<file path="src/verilog/acr_pkg.sv">
// Shared offsets, field positions and reset values of the register bank
package acr_pkg;
    localparam int ADDR_W = 6;
    localparam int DATA_W = 24;
    localparam int NREG = 4;
    localparam int RES_W = 10;
    // Register offsets
    localparam logic [5:0] OFS_GEN_ID = 6'h2E;
    localparam logic [5:0] OFS_SCONV = 6'h2F;
    localparam logic [5:0] OFS_CHG = 6'h30;
    localparam logic [5:0] OFS_USB = 6'h31;
    // One-hot select positions
    localparam int SEL_GEN_ID = 0;
    localparam int SEL_SCONV = 1;
    localparam int SEL_CHG = 2;
    localparam int SEL_USB = 3;
    // Generation word
    localparam int GEN_LSB = 6;
    localparam int GEN_W = 3;
    // Second converter result word
    localparam int RES1_LSB = 2;
    localparam int RES2_LSB = 14;
    // Charger control fields
    localparam int VOLT_LSB = 0;
    localparam int VOLT_W = 3;
    localparam int DAC_LSB = 3;
    localparam int DAC_W = 4;
    localparam int TRICKLE_BIT = 7;
    localparam int LPB_ACK_BIT = 8;
    localparam int THERM_OFF_BIT = 9;
    localparam int RESTART_BIT = 20;
    localparam int AUTO_BLOCK_BIT = 21;
    localparam int CYCLE_OFF_BIT = 22;
    localparam int VI_ALLOW_BIT = 23;
    localparam logic [2:0] VOLT_RST = 3'h3;
    localparam logic [23:0] CHG_RST = 24'h400003;
    // Plain read/write bits, written directly by software
    localparam logic [23:0] CHG_RW_MASK = 24'hEFBF80;
    // Every bit that has storage; the rest read zero
    localparam logic [23:0] CHG_IMPL_MASK = 24'hFFBFFF;
    // USB control word
    localparam int IDPU_BIT = 22;
    localparam logic [23:0] USB_RW_MASK = 24'h400040;
    localparam logic [23:0] USB_RST = 24'h000040;
endpackage : acr_pkg

</file>
<file path="src/verilog/acr_wr_if.sv">
// Decoded register access carried from the decoder to the bank
`timescale 1ns/1ps
interface acr_wr_if;
    logic [acr_pkg::NREG-1:0] sel;
    logic wr;
    logic rd;
    logic [acr_pkg::DATA_W-1:0] wdata;
    modport dec (output sel, output wr, output rd, output wdata);
    modport bank (input sel, input wr, input rd, input wdata);
endinterface : acr_wr_if

</file>
<file path="src/verilog/acr_regs.sv">
// Converter result, charger control and USB control register bank
//
// How it works
// RULE1: Result word bits 2..11 show first channel result, read-only.
// RULE2: Result word bits 14..23 show second channel result, read-only.
// RULE3: Charger bits 0..2 select charge voltage, reset to 3'b011.
// RULE4: Charger bits 3..6 hold current DAC; software or device may change.
// RULE5: Charger bit 7 enables trickle current, resets to zero.
// RULE6: Charger bit 8 acknowledges low power boot, read/write, resets zero.
// RULE7: Charger bit 9 disables thermistor check, resets zero.
// RULE8: Writing one to charger bit 20 restarts charger; device clears it.
// RULE9: Charger bit 21 blocks automatic charging while on, resets zero.
// RULE10: Charger bit 23 allows software voltage and current programming.
// RULE11: USB bit 22 selects ID pin pull-up source, resets zero.
// RULE12: Unused, reserved and read-only spare bits read zero, ignore writes; charger bits 10..13, 15..19 and USB bit 6 (reset one) are writable.
`timescale 1ns/1ps
module acr_regs #(
    parameter logic [2:0] GEN_CODE = 3'h2 // Arbitrary value
) (
    // Clock and reset
    input wire logic MCLK_IN,
    input wire logic ARST_N_IN,
    // Register access port
    input wire logic [5:0] REG_ADDR_IN,
    input wire logic REG_WR_IN,
    input wire logic REG_RD_IN,
    input wire logic [23:0] REG_WDATA_IN,
    output logic [23:0] REG_RDATA_OUT,
    output logic REG_RVALID_OUT,
    // Second converter results
    input wire logic SCONV_LOAD_IN,
    input wire logic [9:0] SCONV_RES1_IN,
    input wire logic [9:0] SCONV_RES2_IN,
    // Charger side inputs
    input wire logic CHG_DAC_LOAD_IN,
    input wire logic [3:0] CHG_DAC_VAL_IN,
    input wire logic CHG_RESTART_DONE_IN,
    // Charger controls
    output logic [2:0] CHARGE_VOLT_SEL_OUT,
    output logic [3:0] CHARGE_CURRENT_DAC_OUT,
    output logic TRICKLE_ENABLE_OUT,
    output logic LOW_POWER_BOOT_ACK_OUT,
    output logic THERMISTOR_CHECK_OFF_OUT,
    output logic CHARGER_FSM_RESTART_OUT,
    output logic AUTO_CHARGE_BLOCK_OUT,
    output logic CYCLING_DISABLE_OUT,
    output logic VI_PROGRAM_ALLOW_OUT,
    output logic [23:0] CHG_CTRL_OUT,
    // USB control
    output logic ID_PULLUP_SOURCE_SEL_OUT
);
    acr_wr_if acc ();

    logic [23:0] chg_d;
    logic [23:0] chg_q;
    logic [23:0] usb_d;
    logic [23:0] usb_q;
    logic [23:0] rdata_d;
    logic [23:0] rdata_q;
    logic rvalid_d;
    logic rvalid_q;
    logic [2*acr_pkg::RES_W-1:0] res;
    logic wr_chg;
    logic wr_usb;

    acr_addr_dec u_dec (
        .addr_in(REG_ADDR_IN),
        .wr_in(REG_WR_IN),
        .rd_in(REG_RD_IN),
        .wdata_in(REG_WDATA_IN),
        .acc(acc)
    );

    acr_result_latch #(
        .RES_W(acr_pkg::RES_W),
        .NCH(2)
    ) u_res (
        .clk_in(MCLK_IN),
        .rst_n_in(ARST_N_IN),
        .load_in(SCONV_LOAD_IN),
        .res_in({SCONV_RES2_IN, SCONV_RES1_IN}),
        .res_out(res)
    );

    assign wr_chg = acc.wr & acc.sel[acr_pkg::SEL_CHG];
    assign wr_usb = acc.wr & acc.sel[acr_pkg::SEL_USB];

    // Charger control word next value
    always_comb begin
        chg_d = chg_q;
        if (wr_chg) begin
            // Plain read/write bits
            chg_d = (chg_q & ~acr_pkg::CHG_RW_MASK) |
                    (acc.wdata & acr_pkg::CHG_RW_MASK); // RULE5 RULE6 RULE7 RULE9
            // Voltage and current only when the written word sets bit 23
            if (acc.wdata[acr_pkg::VI_ALLOW_BIT]) begin // RULE10
                chg_d[acr_pkg::VOLT_LSB +: acr_pkg::VOLT_W] =
                    acc.wdata[acr_pkg::VOLT_LSB +: acr_pkg::VOLT_W]; // RULE3
                chg_d[acr_pkg::DAC_LSB +: acr_pkg::DAC_W] =
                    acc.wdata[acr_pkg::DAC_LSB +: acr_pkg::DAC_W]; // RULE4
            end
        end
        // Device update of the current DAC wins over software
        if (CHG_DAC_LOAD_IN) begin
            chg_d[acr_pkg::DAC_LSB +: acr_pkg::DAC_W] = CHG_DAC_VAL_IN; // RULE4
        end
        // Software set wins over device clear
        if (wr_chg && acc.wdata[acr_pkg::RESTART_BIT]) begin
            chg_d[acr_pkg::RESTART_BIT] = 1'b1; // RULE8
        end else if (CHG_RESTART_DONE_IN) begin
            chg_d[acr_pkg::RESTART_BIT] = 1'b0; // RULE8
        end
        chg_d = chg_d & acr_pkg::CHG_IMPL_MASK; // RULE12
    end

    // USB control word next value
    always_comb begin
        usb_d = usb_q;
        if (wr_usb) begin
            usb_d = acc.wdata & acr_pkg::USB_RW_MASK; // RULE11 RULE12
        end
    end

    // Read data, one cycle after the strobe
    always_comb begin
        rdata_d = rdata_q;
        rvalid_d = acc.rd;
        if (acc.rd) begin
            rdata_d = '0; // RULE12
            if (acc.sel[acr_pkg::SEL_GEN_ID]) begin
                rdata_d[acr_pkg::GEN_LSB +: acr_pkg::GEN_W] = GEN_CODE;
            end else if (acc.sel[acr_pkg::SEL_SCONV]) begin
                rdata_d[acr_pkg::RES1_LSB +: acr_pkg::RES_W] =
                    res[0 +: acr_pkg::RES_W]; // RULE1
                rdata_d[acr_pkg::RES2_LSB +: acr_pkg::RES_W] =
                    res[acr_pkg::RES_W +: acr_pkg::RES_W]; // RULE2
            end else if (acc.sel[acr_pkg::SEL_CHG]) begin
                rdata_d = chg_q;
            end else if (acc.sel[acr_pkg::SEL_USB]) begin
                rdata_d = usb_q;
            end
        end
    end

    always_ff @(posedge MCLK_IN or negedge ARST_N_IN) begin
        if (!ARST_N_IN) begin
            chg_q <= acr_pkg::CHG_RST; // RULE3
            usb_q <= acr_pkg::USB_RST; // RULE11
            rdata_q <= 24'h000000;
            rvalid_q <= 1'b0;
        end else begin
            chg_q <= chg_d;
            usb_q <= usb_d;
            rdata_q <= rdata_d;
            rvalid_q <= rvalid_d;
        end
    end

    assign REG_RDATA_OUT = rdata_q;
    assign REG_RVALID_OUT = rvalid_q;
    assign CHARGE_VOLT_SEL_OUT = chg_q[acr_pkg::VOLT_LSB +: acr_pkg::VOLT_W];
    assign CHARGE_CURRENT_DAC_OUT = chg_q[acr_pkg::DAC_LSB +: acr_pkg::DAC_W];
    assign TRICKLE_ENABLE_OUT = chg_q[acr_pkg::TRICKLE_BIT];
    assign LOW_POWER_BOOT_ACK_OUT = chg_q[acr_pkg::LPB_ACK_BIT];
    assign THERMISTOR_CHECK_OFF_OUT = chg_q[acr_pkg::THERM_OFF_BIT];
    assign CHARGER_FSM_RESTART_OUT = chg_q[acr_pkg::RESTART_BIT];
    assign AUTO_CHARGE_BLOCK_OUT = chg_q[acr_pkg::AUTO_BLOCK_BIT];
    assign CYCLING_DISABLE_OUT = chg_q[acr_pkg::CYCLE_OFF_BIT];
    assign VI_PROGRAM_ALLOW_OUT = chg_q[acr_pkg::VI_ALLOW_BIT];
    assign CHG_CTRL_OUT = chg_q;
    assign ID_PULLUP_SOURCE_SEL_OUT = usb_q[acr_pkg::IDPU_BIT];
endmodule : acr_regs

</file>
<file path="src/verilog/acr_addr_dec.sv">
// Register address decoder producing one-hot selects
`timescale 1ns/1ps
module acr_addr_dec (
    // Access request
    input wire logic [acr_pkg::ADDR_W-1:0] addr_in,
    input wire logic wr_in,
    input wire logic rd_in,
    input wire logic [acr_pkg::DATA_W-1:0] wdata_in,
    // Decoded access
    acr_wr_if.dec acc
);
    function automatic logic [acr_pkg::NREG-1:0] decode(
        input logic [acr_pkg::ADDR_W-1:0] a);
        logic [acr_pkg::NREG-1:0] s;
        s = '0;
        if (a == acr_pkg::OFS_GEN_ID) begin
            s[acr_pkg::SEL_GEN_ID] = 1'b1;
        end else if (a == acr_pkg::OFS_SCONV) begin
            s[acr_pkg::SEL_SCONV] = 1'b1;
        end else if (a == acr_pkg::OFS_CHG) begin
            s[acr_pkg::SEL_CHG] = 1'b1;
        end else if (a == acr_pkg::OFS_USB) begin
            s[acr_pkg::SEL_USB] = 1'b1;
        end
        return s;
    endfunction : decode

    always_comb begin
        acc.sel = decode(addr_in);
        acc.wr = wr_in;
        acc.rd = rd_in;
        acc.wdata = wdata_in;
    end
endmodule : acr_addr_dec

</file>
<file path="src/verilog/acr_result_latch.sv">
// Holds the two second-converter channel results
`timescale 1ns/1ps
module acr_result_latch #(
    parameter int RES_W = 10,
    parameter int NCH = 2
) (
    input wire logic clk_in,
    input wire logic rst_n_in,
    // Results from the converter
    input wire logic load_in,
    input wire logic [NCH*RES_W-1:0] res_in,
    // Held results
    output logic [NCH*RES_W-1:0] res_out
);
    logic [NCH*RES_W-1:0] res_d;
    logic [NCH*RES_W-1:0] res_q;

    // Refuse sizes the slicing below cannot serve
    if (RES_W < 1 || NCH < 1) begin : g_bad_param
        $error("acr_result_latch: RES_W and NCH must be positive");
    end

    generate
        for (genvar i = 0; i < NCH; i++) begin : g_ch
            always_comb begin
                res_d[i*RES_W +: RES_W] = res_q[i*RES_W +: RES_W];
                if (load_in) begin
                    res_d[i*RES_W +: RES_W] = res_in[i*RES_W +: RES_W];
                end
            end
        end
    endgenerate

    always_ff @(posedge clk_in or negedge rst_n_in) begin
        if (!rst_n_in) begin
            res_q <= '0;
        end else begin
            res_q <= res_d;
        end
    end

    assign res_out = res_q;
endmodule : acr_result_latch

</file>
<file path="config.mk">
export PLATFORM = sky130hd
export DESIGN_NAME = acr_regs
export DESIGN_NICKNAME = d
export VERILOG_FILES = /design/src/verilog/acr_pkg.sv /design/src/verilog/acr_wr_if.sv /design/src/verilog/acr_regs.sv /design/src/verilog/acr_addr_dec.sv /design/src/verilog/acr_result_latch.sv
export SDC_FILE = /design/constraint.sdc
export NUM_CORES = 1
export LEC_CHECK = 0
export ABC_AREA = 1
export BUFFER_PORTS_ARGS = -buffer_cell sky130_fd_sc_hd__buf_2
export CORE_UTILIZATION = 50
export DETAILED_ROUTE_END_ITERATION = 12
export PLACE_DENSITY = 0.81
export SYNTH_ARGS = -nofsm -noshare
export SYNTH_HDL_FRONTEND = slang
export SYNTH_SLANG_ARGS = --single-unit
</file>
<file path="constraint.sdc">
create_clock -name MCLK_IN -period 1.9 [get_ports MCLK_IN]
set_input_delay 0.19 -clock MCLK_IN [delete_from_list [all_inputs] [get_ports MCLK_IN]]
set_output_delay 0.19 -clock MCLK_IN [all_outputs]
set_load 0.03 [all_outputs]
</file>
==> results by group, run 1 <==
Logic synthesis
  – Sequential element share of the synthesized area: 55.0%
  – Synth Area in Adders: 0%
  – Simple-Gate Fraction of Synth Area: 25.9%
  – Post-synthesis compound-gate area fraction: 8.26%
  – Mux share of post-synthesis cell area: 1.06%
  – Mapped cell area: 0.00319 mm²
  – Combinational family with the most area after synthesis: simple AND/OR/NAND/NOR gates
  – Yosys reg bits: 70
  – Yosys cell types: 27
  – Avg Inst Size Synth: 8.50 µm²
  – XOR/XNOR share of the synthesized area: 0%
  – Mapped Nets: 437
  – Yosys synthesis warning count: 0
  – Cell count after synthesis: 376

Pwr
  – Switching Fraction: 29.6%
  – Net switching power: 1.03 mW
  – Final Power: 3.49 mW
  – Clock Power Share: 35.0%
  – VDD IR max: 552 µV
  – Combinational Power Share: 16.9%
  – Sequential power share: 48.2%
  – Power per cell area: 879 mW/mm²
  – Int Pwr: 2.46 mW
  – Leakage: 2.28 nW

Run
  – Max-cap violation count: 0

Critical path
  – Slowest stage delay, CP: 0.56 ns
  – Critical path required time: 1.71 ns
  – Worst r2r src: usb_q[6]
  – FF-to-FF path depth: 4
  – Crit end category: output port
  – Crit-path cells: buf_2
  – Worst Setup Path Type: register to output port
  – Startpoint types: register
  – CP delay by family, top: flip-flops
  – Worst EP arrival: 1.09 ns
  – R2R setup slack: 0.96 ns
  – Critical Path Fanout Max: 4
  – Crit Reg-Reg Endpoint: REG_RDATA_OUT[6]
  – Buf+Inv Stages, Crit Path: 1
  – Critical path's slowest cell: dfstp_2

STA
  – Skew final: 0.00627 ns
  – Final Critical Period: 1.28 ns
  – RSZ-0062 raised after global routing: no
  – Fmax: 0.780 GHz
  – Final period util: 67.5%
  – Final Hold Viols: 0
  – Setup violators final: 0
  – Final Max Slew Viols: 0
  – Total negative setup slack: 0 ns

Placement
  – DP Area: 0.00376 mm²
  – Placed cells: 550
  – DPL Wire Length: 5.30 mm
  – RePlAce Congestion: 0.865
  – Number of port buffers: 122

GRT
  – GRT Max-Usage Layer: met2
  – Met2 usage: 36.9%
  – GRT Total Usage: 24.2%
  – Vias in the first global route: 2,529
  – Met1 usage: 32.7%
  – GR Layer Usage met3: 5.22%
  – First-pass GRT wire length: 12.0 mm
  – Largest net degree at the start of global routing: 71
  – Grt ovf: 0
  – Initial antenna violation count: 1

Floorplanning
  – Ports: 125
  – Full die area: 0.00671 mm²
  – Initial core utilization: 53.0%
  – Horiz. Die Dim: 81.9 µm
  – Std cell rows: 28
  – Die Height: 81.9 µm
  – Core area: 0.00603 mm²

Clocking
  – Post-CTS Setup Repair Bufs: 0
  – Worst-path clk slew: 0.07 ns
  – Maximum buffer depth of the clock tree: 2
  – CTS tree: done
  – Sinks on the clock net: 70
  – Resized Gates After CTS: 0
  – Root Buffer: clkbuf_8
  – CTS Hold Bufs: 1
  – CTS buffer count: 9
  – CTS H-Tree Depth: 3
  – Clk Latency, worst-skew pair: 0.34 ns

Route
  – DRT Pass-1 Iters: 4
  – Via count: 2,771
  – DRC violations left: 0
  – Drt wl/cell: 13.3 µm
  – Total Wirelength: 7.57 mm
  – Via density: 4.88
  – Number of nets still failing antenna checks after routing: 0
  – DRT iter0 DRCs: 203

Final layout
  – Design area: 0.00397 mm²
  – Area Overhead vs Synth: 24.4%
  – Final nets: 548
  – Fill cells: 536
  – Fin cells: 568
  – Layout cells sized above 1: 34.3%

Hold path
  – Hold path cells: 2
  – Worst hold path class: input port to register
  – Hold Path Sink: CHG_CTRL_OUT[20]
  – HP Start: CHG_RESTART_DONE_IN

Outcome
  – Outcome: complete, no violations
==> cells in the final DEF, fill, tap and decap left out <==
cell type      count
buf_2            122
clkbuf_8          11
clkbuf_1           2
nor2_1             6
nand2_2            2
diode_2            1
nor2_2             2
bufinv_16          1
mux2_2             3
inv_2              2
clkinv_1           1
or2_2              1
nand2_1          161
o31ai_1            2
nor2_4             2
o21ai_1            2
dlygate4sd3_1      1
nand4_1            3
conb_1             1
o21ai_2            9
o211ai_1           1
clkinvlp_4         1
nand3_1           17
inv_1             29
nand3_2            2
dfrtp_1           66
o31ai_2            1
dfstp_2            4
buf_12             1
o21ai_0           28
clkinv_2           1
nand3b_1           3
buf_4              4
==> metrics by stage <==
stage	worst slack (ns)	utilization, %	hold slack [ns]
6_report	0.618	65.9	0.0241
5_1_grt	0.584	65.9	0.0282
4_1_cts	0.606	65.9	0.0167
3_5_place_dp	0.539	62.4	0.243
3_3_place_gp	0.566	62.4	0.235
2_1_floorplan	0.887	-	-0.106
==> cell usage after synthesis <==
library cell  instances  share of area [%]
buf_2                 4               0.63
clkinv_1              1               0.12
o21ai_2               9                2.5
nand3b_1              3               0.71
or2_2                 1               0.20
nand2_2               2               0.39
dfstp_2               4                3.3
inv_2                 2               0.24
inv_1                29                3.4
conb_1                1               0.12
dfrtp_1              66                 52
nor2_1                6               0.71
nor2_2                2               0.39
mux2_2                3                1.1
nand2_1             161                 19
buf_4                17                4.0
nand3_1              17                2.7
o211ai_1              1               0.24
nand3_2               2               0.63
o31ai_2               1               0.39
clkbuf_1              5               0.59
o21ai_1               2               0.31
o31ai_1               2               0.47
o21ai_0              28                4.4
nand4_1               3               0.59
buf_6                 2               0.71
nor2_4                2               0.71
==> logic make-up after synthesis <==
| kind of cell | after synthesis |
|---|---|
| other | 1 |
| flip-flops | 70 |
| AO/OA/AOI/OAI | 43 |
| multiplexers | 3 |
| AND/OR/NAND/NOR | 199 |
| buffers and inverters | 60 |
==> power groups by stage <==
stage	clock (mW)	combinational, mW	sequential (mW)
after floorplan	0	0.265	1.83
after global placement	0	0.578	1.71
after detailed placement	0	0.591	1.71
after CTS	1.24	0.595	1.68
after global routing	1.31	0.641	1.69
final	1.22	0.589	1.68
==> layout make-up <==
type	count	area (µm²)	share of cell area, %
clock buffer	13	159	4.00
sequential	70	1760	44.2
clock inverter	3	42.5	1.07
inverter	32	120	3.02
antenna	1	2.50	0.0630
multi-input combinational	246	1130	28.4
timing repair buffer	128	671	16.9
tap	75	93.8	2.36
==> per-layer routing <==
| metal | routed length, µm | share of wire (%) |
|---|---|---|
| met4 | 185 | 2.4 |
| met1 | 3310 | 44 |
| met5 | 0 | 0 |
| met2 | 3580 | 47 |
| met3 | 487 | 6.4 |
==> worst max-delay path by stage <==
stage	start	end	slack, ns	cells after the start
after detailed placement	REG_ADDR_IN[0]	REG_RDATA_OUT[17]	0.54	9
after global routing	CHG_CTRL_OUT[22]	CYCLING_DISABLE_OUT	0.58	1
after floorplan	REG_ADDR_IN[0]	CHG_CTRL_OUT[21]	0.89	7
final	CHG_CTRL_OUT[22]	CHG_CTRL_OUT[22]	0.62	1
after CTS	CHG_CTRL_OUT[22]	CHG_CTRL_OUT[22]	0.61	1
after global placement	REG_ADDR_IN[0]	REG_RDATA_OUT[17]	0.57	9
==> sequential cells by signal (all words and copies together) (netlist names), named ones only <==
name,cells
CHG_CTRL_OUT,20
REG_RDATA_OUT,24
REG_RVALID_OUT,1
u_res.res_out,20
usb_q,2
Power figures use the tool's default switching activity.
==> run 2, diff against run 1 <==
Settings changed: CORE_UTILIZATION 50 to 49, PLACE_DENSITY 0.81 to 0.79.
Clock period 1.9 ns to 1.2 ns, I/O delays scaled along.
==> run 2 against run 1 <==
Compared with the run above: global-route usage is 0.61 points higher; cell count grew 6.7%; die area up 2.0%; clock-buffer cell count rose by 1; clock skew increased by 0.00085 ns; power rose by 54%.
==> results by group, run 2 (synthesized netlist as in run 1, its figures left out) <==
Outcome
  – Outcome: complete, no violations

Critical path
  – Startpoint types: register
  – Worst Setup Path Type: register to output port
  – Crit end category: output port
  – CP Capture Point: CHG_CTRL_OUT[22]
  – Buf+Inv Stages, Crit Path: 1
  – Worst setup startpoint: CHG_CTRL_OUT[22]
  – Critical path depth: 1
  – Worst EP arrival: 1.05 ns
  – Critical Path Fanout Max: 4
  – Critical path required time: 1.08 ns
  – FF-to-FF path depth: 2
  – Critical path's slowest cell: dfstp_2
  – CP delay by family, top: flip-flops
  – R2R setup slack: 0.23 ns
  – Slowest stage delay, CP: 0.56 ns
  – Crit-path cells: buf_4

Placement
  – DPL Wire Length: 5.46 mm
  – Dpl ws: -0.0300 ns
  – RePlAce Congestion: 0.852
  – Number of port buffers: 122

GRT
  – Grt ovf: 0
  – GRT Total Usage: 24.8%
  – Largest net degree at the start of global routing: 71
  – Vias in the first global route: 2,597
  – First-pass GRT wire length: 12.4 mm
  – Initial antenna violation count: 0

STA
  – Final period util: 97.6%
  – Final worst-path setup slack: 0.0291 ns
  – Total negative setup slack: 0 ns
  – Setup violators final: 0
  – Final Critical Period: 1.17 ns
  – Final Hold Viols: 0
  – Skew final: 0.00712 ns
  – Fmax: 0.854 GHz
  – Final hold slack: 0.0142 ns
  – Final Max Slew Viols: 0
  – RSZ-0062 raised after global routing: yes

Route
  – Via count: 2,936
  – DRC violations left: 0
  – Metal3 WL: 414 µm
  – Via density: 4.84
  – Drt wl/cell: 13.6 µm
  – Total Wirelength: 8.27 mm
  – Post-Route M1 WL: 3.73 mm
  – DRT iter0 DRCs: 188
  – Number of nets still failing antenna checks after routing: 0
  – DRT Pass-1 Iters: 7
  – Max layer used: met4
  – Routed met2 length: 4.03 mm

Hold path
  – Worst hold path class: input port to register
  – HP Start: REG_WDATA_IN[20]

Pwr
  – Switching Fraction: 30.4%
  – Clock Power Share: 30.2%
  – Power per cell area: 1230 mW/mm²
  – Leakage: 2.45 nW
  – VDD IR max: 767 µV
  – Combinational Power Share: 19.9%
  – Net switching power: 1.63 mW
  – Int Pwr: 3.74 mW
  – Sequential power share: 49.9%

Run
  – Max-cap violation count: 0

Clocking
  – CTS H-Tree Depth: 3
  – Post-CTS Setup Repair Bufs: 0
  – Root Buffer: clkbuf_8
  – Clk Latency, worst-skew pair: 0.33 ns
  – CTS buffer count: 9
  – Sinks on the clock net: 70
  – Maximum buffer depth of the clock tree: 2
  – CTS tree: done
  – Worst-path clk slew: 0.06 ns

Floorplanning
  – Core area: 0.00631 mm²
  – Initial core utilization: 50.6%
  – Std cell rows: 29
  – Ports: 125
  – Die Height: 82.7 µm
  – Full die area: 0.00685 mm²
  – Horiz. Die Dim: 82.7 µm

Final layout
  – Post-layout util: 69.2%
  – Commonest non-fill, non-tap cell in the layout: nand2_1
  – Fill cells: 513
  – Area Overhead vs Synth: 36.8%
  – Final nets: 585
  – Layout cells sized above 1: 32.7%
  – Largest register FFs: 24
  – Most frequent cells in the layout: nand2_1 (161), buf_2 (116), dfrtp_1 (66), dlygate4sd3_1 (32), inv_1 (29)
  – N_diodes: 0
[run 2: cell types whose count changed in the layout (fill, tap and decap cells not counted), sizes merged]
cell         before  now
buf             127  133
bufinv            1    0
clkbuf           13   14
clkinv            2    3
clkinvlp          1    0
diode             1    0
dlygate4sd3       1   32
[run 2: area by class of cell]
class	instances	area, µm²	area share [%]
clock buffer	14	153	3.49
sequential	70	1760	40.2
clock inverter	2	10.0	0.229
tap	77	96.3	2.20
timing repair buffer	165	1110	25.3
multi-input combinational	246	1130	25.8
inverter	32	120	2.75
[run 2: repair_timing]
item                                   CTS  global route
gates resized for setup                  4             8
setup endpoints to repair                6             6
endpoints found under the hold margin   97             0
hold buffers                            32             0
cloned                                   0             0
[run 2: power by group through the flow]
stage               combinational [mW]  clock (mW)  sequential (mW)
finish                            1.07        1.62             2.68
global route                      1.15        1.79             2.69
CTS                               1.05        1.65             2.67
detailed placement               0.956           0             2.71
global placement                 0.937           0             2.70
floorplan                        0.420           0             2.89
[run 2: worst min-delay path: cells and delay by family]
kind | cells | cell delay [ns]
buffers and inverters | 1 | 0.08
AO/OA/AOI/OAI | 1 | 0.06
AND/OR/NAND/NOR | 1 | 0.05
[run 2: layer usage]
metal / up-vias / track usage [%]
met2: 113 / 38.3
met3: 9 / 5.38
met4: 0 / 9.14
met1: 1361 / 34.2
li1: 1453 / -
met5: - / 0
[run 2: worst min-delay path by stage]
stage,slack (ns),endpoint,depth (start not counted)
after floorplan,-0.18,CHG_CTRL_OUT[10],0
after global placement,0.17,REG_RDATA_OUT[15],2
after detailed placement,0.17,REG_RDATA_OUT[15],2
after CTS,0.0008,u_res.res_out[5],2
after global routing,0.005,u_res.res_out[5],2
final,0.01,CHG_CTRL_OUT[20],3
[run 2: metrics by stage]
step	cells	area (µm²)	power, mW
CTS	606	4350	5.37
floorplan	376	3190	3.31
global placement	558	3860	3.64
detailed placement	558	3860	3.67
global route	606	4370	5.63
finish	606	4370	5.37
